`src/verilog/pin_ctrl_pkg.sv`:
```
// Constants for the host control pin block of the packet transceiver.
// Assumes a single reference clock; all other rates are enables.
package pin_ctrl_pkg;
   // ***************************************************
   // Clock output divider
   // ***************************************************
   localparam int REF_CLOCK_HZ = 16000000;
   localparam logic [2:0] CLK_SEL_RESET = 3'h6;
   localparam int DIV_WIDTH = 10;
   // Half periods in reference cycles per select code; code 0 is bypass
   localparam logic [9:0] HALF_1 = 10'h001;
   localparam logic [9:0] HALF_2 = 10'h002;
   localparam logic [9:0] HALF_3 = 10'h004;
   localparam logic [9:0] HALF_4 = 10'h008;
   localparam logic [9:0] HALF_5 = 10'h080;
   localparam logic [9:0] HALF_6 = 10'h0f4;
   localparam logic [9:0] HALF_7 = 10'h1e8;
   // ***************************************************
   // Interrupt service time
   // ***************************************************
   localparam int IRQ_SERVICE_NS = 6000;
   localparam int REF_PERIOD_NS = 1000000000 / REF_CLOCK_HZ;
   localparam int IRQ_SERVICE_CYC = IRQ_SERVICE_NS / REF_PERIOD_NS;
   // ***************************************************
   // Modes
   // ***************************************************
   typedef enum logic [4:0] {
      MODE_OFF = 5'h01,
      MODE_IDLE = 5'h02,
      MODE_SEQ = 5'h04,
      MODE_LOWPWR = 5'h08,
      MODE_DONE = 5'h10
   } mode_t;
   localparam int GPIO_COUNT = 7;
endpackage : pin_ctrl_pkg
```
`src/verilog/clock_out_div.sv`:
```
// Glitch-free divided clock output for the host.
// Assumes clk is the 16 MHz reference; select is synchronous.
`timescale 1ns/1ps
module clock_out_div
   import pin_ctrl_pkg::*;
(
   input wire logic clk,
   input wire logic rst,
   input wire logic [2:0] sel,
   output logic clkOut
);
   logic [2:0] active;
   logic [2:0] next_active;
   logic [DIV_WIDTH-1:0] cnt;
   logic [DIV_WIDTH-1:0] next_cnt;
   logic divClk;
   logic next_divClk;
   logic [DIV_WIDTH-1:0] half;

   always_comb
   begin
      case (active)
         3'h1: half = HALF_1;
         3'h2: half = HALF_2;
         3'h3: half = HALF_3;
         3'h4: half = HALF_4;
         3'h5: half = HALF_5;
         3'h6: half = HALF_6;
         3'h7: half = HALF_7;
         default: half = HALF_1;
      endcase
   end

   // ***************************************************
   // Divider
   // ***************************************************
   // Bypass code 0 shows the reference as a toggling level at half rate
   // here; the true 16 MHz pass-through belongs in the clock tree.
   always_comb
   begin
      next_cnt = cnt + 10'h001;
      next_divClk = divClk;
      next_active = active;
      if (cnt >= half - 10'h001)
      begin
         next_cnt = '0;
         next_divClk = ~divClk;
         // Switch only when the old clock is about to fall low
         if (divClk && (sel != active))
         begin
            next_active = sel;
            next_divClk = 1'b0;
         end
      end
   end

   always_ff @(posedge clk)
   begin
      if (rst)
      begin
         cnt <= '0;
         divClk <= 1'b0;
         active <= CLK_SEL_RESET;
      end
      else
      begin
         cnt <= next_cnt;
         divClk <= next_divClk;
         active <= next_active;
      end
   end

   always_ff @(posedge clk)
   begin
      if (rst)
         clkOut <= 1'b0;
      else
         clkOut <= divClk;
   end

   AST_SWITCH_LOW: assert property (@(posedge clk) disable iff (rst)
      (active != $past(active)) |-> !divClk)
      else $error("Clock select changed while output high");
endmodule : clock_out_div

```
`src/verilog/host_pin_ctrl.sv`:
```
// Host control pin logic: sequencing, wake, clock out, serial output.
// Assumes ref_clk is the device reference; host pins are asynchronous.
//
// Notes on behaviour
// Rising sequence start launches receive or transmit chosen by setting.
// Host raises start after programming, holds it, lowers after done.
// Start held low forces Idle, ending receive or transmit.
// Low wake request moves Hibernate or Doze into Idle.
// Clock out selects eight divided rates, default about 32.8 kHz.
// Serial activity only while chip select low; ignored otherwise.
// Interrupt active low open drain, switchable pull-up, 6 us service.
// General I/O pins reset to inputs, no programmable pull-ups.
// Serial output floats when deselected unless float enable cleared.
// Host keeps driving all inputs during low power modes.
// Analog supply enabled only during assessment, receive or transmit.
// Reset held gives Off mode; release enters Idle with defaults.
// Transaction starts at chip select fall; header gives 6-bit address.
// Start and wake inputs synchronised before edge or level use.
// Clock output select switches only while output low.
`timescale 1ns/1ps
module host_pin_ctrl
   import pin_ctrl_pkg::*;
(
   input wire logic ref_clk,
   input wire logic sys_rst,
   input wire logic sequence_start,
   input wire logic wake_request_n,
   input wire logic chip_select_n,
   input wire logic seqIsTx,
   input wire logic ccaRequest,
   input wire logic seqComplete,
   input wire logic lowPowerRequest,
   input wire logic [2:0] clockSelect,
   input wire logic serialFloatEnable,
   input wire logic serialDataOut,
   input wire logic serialDataOutValid,
   input wire logic irqRequest,
   input wire logic irqPullupEnable,
   input wire logic [GPIO_COUNT-1:0] gpioDirOut,
   input wire logic [GPIO_COUNT-1:0] gpioOutValue,
   output logic host_clock_out,
   output logic serialOut,
   output logic serialOutEn,
   output logic irqOut,
   output logic irqOutEn,
   output logic irqPullup,
   output logic [GPIO_COUNT-1:0] gpioOut,
   output logic [GPIO_COUNT-1:0] gpioOutEn,
   output logic analog_supply_enable,
   output logic rxActive,
   output logic txActive,
   output logic serialSelected,
   output logic transactionStart,
   output logic [4:0] modeState
);
   // ***************************************************
   // Input synchronisers
   // ***************************************************
   logic [1:0] startSync;
   logic [1:0] wakeSync;
   logic [1:0] selSync;
   logic startPrev;
   logic selPrev;
   always_ff @(posedge ref_clk)
   begin
      if (sys_rst)
      begin
         startSync <= 2'h0;
         wakeSync <= 2'h3;
         selSync <= 2'h3;
         startPrev <= 1'b0;
         selPrev <= 1'b1;
      end
      else
      begin
         startSync <= {startSync[0], sequence_start};
         wakeSync <= {wakeSync[0], wake_request_n};
         selSync <= {selSync[0], chip_select_n};
         startPrev <= startSync[1];
         selPrev <= selSync[1];
      end
   end
   logic startRise;
   logic startLevel;
   logic wakeLevel;
   logic selLow;
   assign startRise = startSync[1] & ~startPrev;
   assign startLevel = startSync[1];
   assign wakeLevel = ~wakeSync[1];
   assign selLow = ~selSync[1];

   // ***************************************************
   // Mode machine
   // ***************************************************
   mode_t mode;
   mode_t next_mode;
   logic isTx;
   logic next_isTx;
   logic isCca;
   logic next_isCca;
   always_comb
   begin
      next_mode = mode;
      next_isTx = isTx;
      next_isCca = isCca;
      case (mode)
         MODE_OFF: next_mode = MODE_IDLE;
         MODE_IDLE:
         begin
            if (startRise)
            begin
               next_mode = MODE_SEQ;
               next_isTx = seqIsTx;
               next_isCca = ccaRequest;
            end
            else if (lowPowerRequest)
               next_mode = MODE_LOWPWR;
         end
         MODE_SEQ:
         begin
            if (!startLevel)
               next_mode = MODE_IDLE;
            else if (seqComplete)
               next_mode = MODE_DONE;
         end
         MODE_DONE:
            if (!startLevel)
               next_mode = MODE_IDLE;
         MODE_LOWPWR:
            if (wakeLevel)
               next_mode = MODE_IDLE;
         default: next_mode = MODE_IDLE;
      endcase
   end
   always_ff @(posedge ref_clk)
   begin
      if (sys_rst)
      begin
         mode <= MODE_OFF;
         isTx <= 1'b0;
         isCca <= 1'b0;
      end
      else
      begin
         mode <= next_mode;
         isTx <= next_isTx;
         isCca <= next_isCca;
      end
   end

   // ***************************************************
   // Registered pin outputs
   // ***************************************************
   logic next_analog;
   logic next_serialOutEn;
   logic next_serialOut;
   always_comb
   begin
      next_analog = (next_mode == MODE_SEQ);
      // Deselected: float, or drive low to save power
      if (selLow)
      begin
         next_serialOutEn = serialDataOutValid;
         next_serialOut = serialDataOut;
      end
      else
      begin
         next_serialOutEn = ~serialFloatEnable;
         next_serialOut = 1'b0;
      end
   end
   always_ff @(posedge ref_clk)
   begin
      if (sys_rst)
      begin
         analog_supply_enable <= 1'b0;
         serialOut <= 1'b0;
         serialOutEn <= 1'b0;
         irqOut <= 1'b0;
         irqOutEn <= 1'b0;
         irqPullup <= 1'b1;
         gpioOut <= '0;
         gpioOutEn <= '0;
         rxActive <= 1'b0;
         txActive <= 1'b0;
         serialSelected <= 1'b0;
         transactionStart <= 1'b0;
         modeState <= 5'h01;
      end
      else
      begin
         analog_supply_enable <= next_analog;
         serialOut <= next_serialOut;
         serialOutEn <= next_serialOutEn;
         // Open drain: only ever drive low; one cycle well inside 6 us
         irqOut <= 1'b0;
         irqOutEn <= irqRequest;
         irqPullup <= irqPullupEnable;
         gpioOut <= gpioOutValue;
         gpioOutEn <= gpioDirOut;
         rxActive <= (next_mode == MODE_SEQ) & ~next_isTx & ~next_isCca;
         txActive <= (next_mode == MODE_SEQ) & next_isTx & ~next_isCca;
         serialSelected <= selLow;
         transactionStart <= selLow & selPrev;
         modeState <= next_mode;
      end
   end

   clock_out_div u_clock_out_div (
      .clk(ref_clk),
      .rst(sys_rst),
      .sel(clockSelect),
      .clkOut(host_clock_out)
   );

   // ***************************************************
   // Checks
   // ***************************************************
   AST_START_LAUNCH: assert property (@(posedge ref_clk) disable iff (sys_rst)
      (mode == MODE_IDLE && startRise) |=> (mode == MODE_SEQ))
      else $error("Start edge did not launch a sequence");
   AST_START_LOW_IDLE: assert property (@(posedge ref_clk)
      disable iff (sys_rst)
      (mode == MODE_SEQ && !startLevel) |=> (mode == MODE_IDLE))
      else $error("Low start did not force idle");
   AST_WAKE: assert property (@(posedge ref_clk) disable iff (sys_rst)
      (mode == MODE_LOWPWR && wakeLevel) |=> (mode == MODE_IDLE))
      else $error("Wake did not reach idle");
   AST_ANALOG: assert property (@(posedge ref_clk) disable iff (sys_rst)
      analog_supply_enable == (mode == MODE_SEQ))
      else $error("Analog supply out of step with sequence");
   AST_FLOAT: assert property (@(posedge ref_clk) disable iff (sys_rst)
      ($past(!selLow) && $past(serialFloatEnable)) |-> !serialOutEn)
      else $error("Serial output driven while deselected");
   AST_DRIVE_LOW: assert property (@(posedge ref_clk) disable iff (sys_rst)
      ($past(!selLow) && $past(!serialFloatEnable))
      |-> (serialOutEn && !serialOut))
      else $error("Serial output not driven low");
   AST_IRQ_OD: assert property (@(posedge ref_clk) disable iff (sys_rst)
      irqOutEn |-> !irqOut)
      else $error("Interrupt drove high");
   AST_OFF_TO_IDLE: assert property (@(posedge ref_clk)
      $fell(sys_rst) |-> (mode == MODE_OFF) ##1 (mode == MODE_IDLE))
      else $error("Reset release did not enter idle");
   AST_TXN_START: assert property (@(posedge ref_clk) disable iff (sys_rst)
      (selLow && selPrev) |=> transactionStart)
      else $error("Missed chip select fall");
   COV_RX: cover property (@(posedge ref_clk) rxActive);
   COV_TX: cover property (@(posedge ref_clk) txActive);
   COV_WAKE: cover property (@(posedge ref_clk)
      mode == MODE_LOWPWR ##1 mode == MODE_IDLE);
endmodule : host_pin_ctrl

```
`config.mk`:
```
export PLATFORM = sky130hd
export DESIGN_NAME = host_pin_ctrl
export DESIGN_NICKNAME = d
export VERILOG_FILES = /design/src/verilog/pin_ctrl_pkg.sv /design/src/verilog/clock_out_div.sv /design/src/verilog/host_pin_ctrl.sv
export SDC_FILE = /design/constraint.sdc
export NUM_CORES = 1
export LEC_CHECK = 0
export BUFFER_PORTS_ARGS = -buffer_cell sky130_fd_sc_hd__buf_2
export CORE_MARGIN = 4
export CORE_UTILIZATION = 40
export CTS_CLUSTER_SIZE = 10
export DETAILED_ROUTE_END_ITERATION = 12
export PLACE_DENSITY = 0.67
export RECOVER_POWER = 25
export SLEW_MARGIN = 5
export SYNTH_ARGS = -nofsm -noshare
export SYNTH_HDL_FRONTEND = slang
export SYNTH_SLANG_ARGS = --single-unit
```
`constraint.sdc`:
```
create_clock -name ref_clk -period 1.9 [get_ports ref_clk]
set_input_delay 0.285 -clock ref_clk [delete_from_list [all_inputs] [get_ports ref_clk]]
set_output_delay 0.285 -clock ref_clk [all_outputs]
set_load 0.02 [all_outputs]
```
Yosys cells after proc, flatten, opt, wreduce, memory -nomap -nowiden
Index checks and enable logic that the tools add are counted.
{"block": "classes", "addsub": 2, "order_cmp": 1, "eq_ne": 12, "muxes": 14, "n_bitwise": 12, "n_reduce_logical": 4}
{"cell": "$pmux W9 S6", "count": 1}
{"cell": "$mux W5", "count": 6}
{"cell": "$pmux W5 S4", "count": 1}
{"cell": "$eq A3 B3 Y1 const B", "count": 4}
{"cell": "$add A10 B1 Y10 const B", "count": 1}
{"cell": "$eq A5 B3 Y1 const B", "count": 2}
{"cell": "$ge A10 B10 Y1", "count": 1}
{"cell": "$sub A9 B1 Y10 const B", "count": 1}
{"cell": "$and A1 B1 Y1", "count": 6}
{"cell": "$eq A3 B2 Y1 const B", "count": 2}
{"cell": "$mux W1", "count": 6}
{"cell": "$not A1 Y1", "count": 6}
{"cell": "$eq A5 B2 Y1 const B", "count": 1}
{"cell": "$eq A5 B4 Y1 const B", "count": 1}
{"cell": "$eq A5 B5 Y1 const B", "count": 1}
{"cell": "$reduce_or A2 Y1", "count": 2}
{"cell": "$ne A3 B3 Y1", "count": 1}
{"cell": "$reduce_and A2 Y1", "count": 1}
{"cell": "$logic_and A1 B1 Y1", "count": 1}
{"block": "totals", "ff_bits": 53, "input_bits": 31, "output_inout_bits": 30, "word_cells": 68}

Longest topological paths before layout
{"block": "logic_depth", "depth_word": 7, "mapped_depth": 10, "ltp_nobuf": 8}

Modules after synthesis
A second synthesis with hierarchy kept.
{"block": "hier_totals", "cells_unflattened": 224, "area_unflattened_um2": 2209.6}
{"module": "host_pin_ctrl", "n_inst": 1, "cells_per_inst": 118, "area_per_inst_um2": 1287.5, "seq_area_each_um2": 760.7}
{"module": "clock_out_div", "n_inst": 1, "cells_per_inst": 106, "area_per_inst_um2": 922.1, "seq_area_each_um2": 300.3}

Worst setup path after synthesis
OpenSTA, ideal clock, no wires.
{"block": "synth_timing", "kind": "register -> register", "from": "register u_clock_out_div.active[1]", "to": "register u_clock_out_div.active[0]", "t_arrival_ns": 1.969, "required_ns": 1.828, "slack_ns": -0.141, "stages_incl_launch_ff": 9, "path_buffers": 1, "synth_period_minus_slack_ns": 2.041, "path_cell_list": "dfxtp_1 -> clkbuf_1 -> xor2_1 -> nand2_1 -> ha_1 -> nand2_1 -> o41ai_1 -> o21a_1 -> mux2i_1"}
{"block": "synth_via", "elab_chain_len": 5}
{"item": "from (decl)", "line": "clock_out_div.sv:12", "rtl": "logic [2:0] active;"}
{"item": "from (signal assigned)", "line": "clock_out_div.sv:69", "rtl": "active <= next_active;"}
{"item": "$eq A3 B3 Y1 or $eq A3 B2 Y1 (tied branches)", "line": "clock_out_div.sv:22", "rtl": "case (active)"}
{"item": "$pmux W9 S6", "line": "clock_out_div.sv:22"}
{"item": "$sub A9 B1 Y10", "line": "clock_out_div.sv:44", "rtl": "if (cnt >= half - 10'h001)"}
{"item": "$ge A10 B10 Y1", "line": "clock_out_div.sv:44"}
{"item": "$reduce_and A2 Y1 (no line) (*)"}
Every way passes the cells marked *; elsewhere a longest branch is shown, timed or not.
A chain may end at the register's enable or synchronous reset.

Worst setup path in the final report
{"block": "layout_timing", "from": "register u_clock_out_div.active[2]", "to": "register u_clock_out_div.active[0]"}
Same word-level chain as after synthesis.

==> run metrics <==
r2r setup slk=-0.02 ns; maximum number of pins on one net before global-route repair=22; drt pass-1 iters=4; leak pwr=0.00128 uW; Post-synth EDFFs=0; CTS H-tree depth=2; failing checks=setup timing; status=finished, violations left; Final nets=324; GR Overflow Total=0; clock-pin slew on the worst setup and hold paths=0.10 ns; Peak VDD IR=0.417 mV; Chip Height=80.2 um; vias in the first global route=1551; vias per cell=4.56; top cells by count, synth=dfxtp_1 (53), nor2b_1 (18), nor2_1 (14), ha_1 (11), nor2_2 (10); library cells used by synthesis=37; pwr dens=765 nW/um^2; worst r2r src=u_clock_out_div.active[2]; ANT cells=0; Clock Latency Late Sink=0.31 ns; CTS tree=yes; WL/cell=11.4 um; Synth top area share=0.509; max cap viols=0; Internal=1640 uW; Buffers on Ports=59; Worst Hold Class=primary input to register; crit path launch type=register; post-synthesis cell count=211; minimum clock period=1.92 ns; Post-synth ARST share=0; drc violations=0; WL final=4040 um; clock skew=0.00334 ns; Critical Path Source=u_clock_out_div.active[2]; Critical path destination=u_clock_out_div.active[0]; area leader, netlist=dfxtp_1; first-pass GRT wire length=6780 um; layout cells sized above 1=0.428; Avg Synthesized Cell Area=9.89 sq um; clk sinks=53; Die W=80.2 um; slew of the pin with the lowest slew margin=0.815 ns; max frequency=521 MHz; DP HPWL=3000 um; R2R depth=7; count leader, synth=dfxtp_1; core region area=5070 sq um; fin worst setup slack=-0.0199 ns; Fin. Hold Viols=0; ANT nets after route=0; Root Buffer=clkbuf_8; dominant cells by area after synthesis=dfxtp_1 (51%), ha_1 (6.6%), nor2b_1 (5.4%); RSZ-0062 raised after global routing=yes; RR Endpoint=u_clock_out_div.active[0]; Most used DFF post-synth=dfxtp_1; Yosys reg bits=53; synth warn=0; Critical Path End Type=register; final worst-path cycle share=1.01; die area=6430 sq um; final setup TNS=-0.111 ns; Slew HR=0.456; total global-route track usage=0.135; combinational share of power=0.091; worst setup path category=register to register; post-synthesis sequential area ratio=0.509; initial antenna violation count=0; hold buffers post-CTS=0; DRT iter0 DRCs=62; arrival time at the worst endpoint=2.16 ns; total chip power=2150 uW; Net Sw Frac=0.237; Worst Path Required=2.14 ns; CTS Buf Count=5; Cell Rows=26; register share of total power=0.541; DR vias=1611; Syn Nets=253; Layout Area Growth over Synthesis=34.8%; Clock power frac=0.367; P_sw=511 uW; final setup fails=13; Crit Path Max Fanout=8; Max Slew Vio Count=0; IO Count=61; Initial Util=0.411; Clock Path Buffers=2; synthesized area=2090 sq um; Placer Congestion=0.775
registers in the layout, summed over array words and instances, names as in the netlist, 2 cells and up:
name	count
gpioOut	7
gpioOutEn	7
modeState	5
selSync	2
startSync	2
u_clock_out_div.active	3
u_clock_out_div.cnt	10
wakeSync	2
worst min-delay path by stage:
stage	from	cells after the start	to	slack, ns
after floorplan	sys_rst	1	modeState[0]	0.38
after global placement	selSync[0]	1	selSync[1]	0.39
after detailed placement	selSync[0]	1	selSync[1]	0.40
after CTS	chip_select_n	2	selSync[0]	0.14
after global routing	chip_select_n	2	selSync[0]	0.14
final	chip_select_n	2	selSync[0]	0.15
worst max-delay path: stages (launching register included):
cell and delay, ns:
dfxtp_4 0.41, nand2_2 0.08, ha_4 0.26, nand4_1 0.18, o41ai_4 0.42, buf_4 0.18, o21a_4 0.15, mux2i_1 0.17
placed cells by master (no fill, tap or decap), types with 5 or more instances in the layout:
| master | netlist | layout |
|---|---|---|
| or2_2 | 6 | 5 |
| nor2_2 | 10 | 11 |
| clkbuf_8 | 0 | 5 |
| xor2_1 | 7 | 7 |
| a21oi_1 | 9 | 6 |
| inv_1 | 8 | 7 |
| buf_4 | 1 | 11 |
| nor2b_1 | 18 | 18 |
| nand3_1 | 7 | 5 |
| ha_1 | 11 | 7 |
| buf_2 | 0 | 59 |
| dfxtp_1 | 53 | 50 |
| mux2i_1 | 6 | 6 |
| nor2_1 | 14 | 13 |
per-layer routing:
metal | share of wire | vias to the layer above | GRT usage | routed length [um]
met3 | 0.077 | 8 | 0.0493 | 312
met5 | 0 | - | 0 | 0
met1 | 0.45 | 712 | 0.166 | 1820
met4 | 0.024 | 0 | 0.0591 | 95
li1 | - | 839 | - | -
met2 | 0.45 | 52 | 0.209 | 1820
power groups by stage:
stage,logic [uW],registers (uW),clock network (uW)
final,197,1160,790
after global routing,218,1170,870
after global placement,189,1190,0
after floorplan,88.0,1220,0
after CTS,198,1160,819
after detailed placement,192,1190,0
metrics by stage:
stage	hold WS [ns]	util	area (sq um)	setup WS, ns	cells
after detailed placement	0.397	0.502	2550	-0.225	340
after global routing	0.136	0.554	2810	-0.118	353
after global placement	0.392	0.502	2550	-0.100	340
after CTS	0.140	0.551	2800	-0.0386	352
after floorplan	0.375	-	2160	0.0103	211
final	0.151	0.554	2810	-0.0199	353
timing repair:
| action | CTS | global route |
|---|---|---|
| gates resized for setup | 24 | 4 |
| endpoints found under the setup margin | 14 | 14 |
| hold endpoints to repair | 0 | 0 |
| gates cloned | 0 | 0 |
| setup buffers | 4 | 1 |
| pin swaps | 12 | 5 |
cells by family (layout without fill, tap and decap cells):
| logic type | Yosys count | in the layout | synth area share |
|---|---|---|---|
| AO/OA/AOI/OAI | 24 | 24 | 0.0720 |
| XOR/XNOR | 10 | 10 | 0.0420 |
| adder cells (fa/ha/maj) | 11 | 11 | 0.0660 |
| buffers and inverters | 18 | 90 | 0.0378 |
| flip-flops | 53 | 53 | 0.509 |
| multiplexers | 6 | 6 | 0.0288 |
| other | 2 | 2 | 0.00360 |
| AND/OR/NAND/NOR | 87 | 87 | 0.241 |
area by class of cell:
class,instances,area [sq um]
tap,70,87.6
timing repair buffer,74,415
inverter,8,32.5
sequential,53,1070
fill,475,2260
clock inverter,3,50.0
multi-input combinational,140,1080
clock buffer,5,68.8
Note: power is estimated with default switching activity, not from simulation.
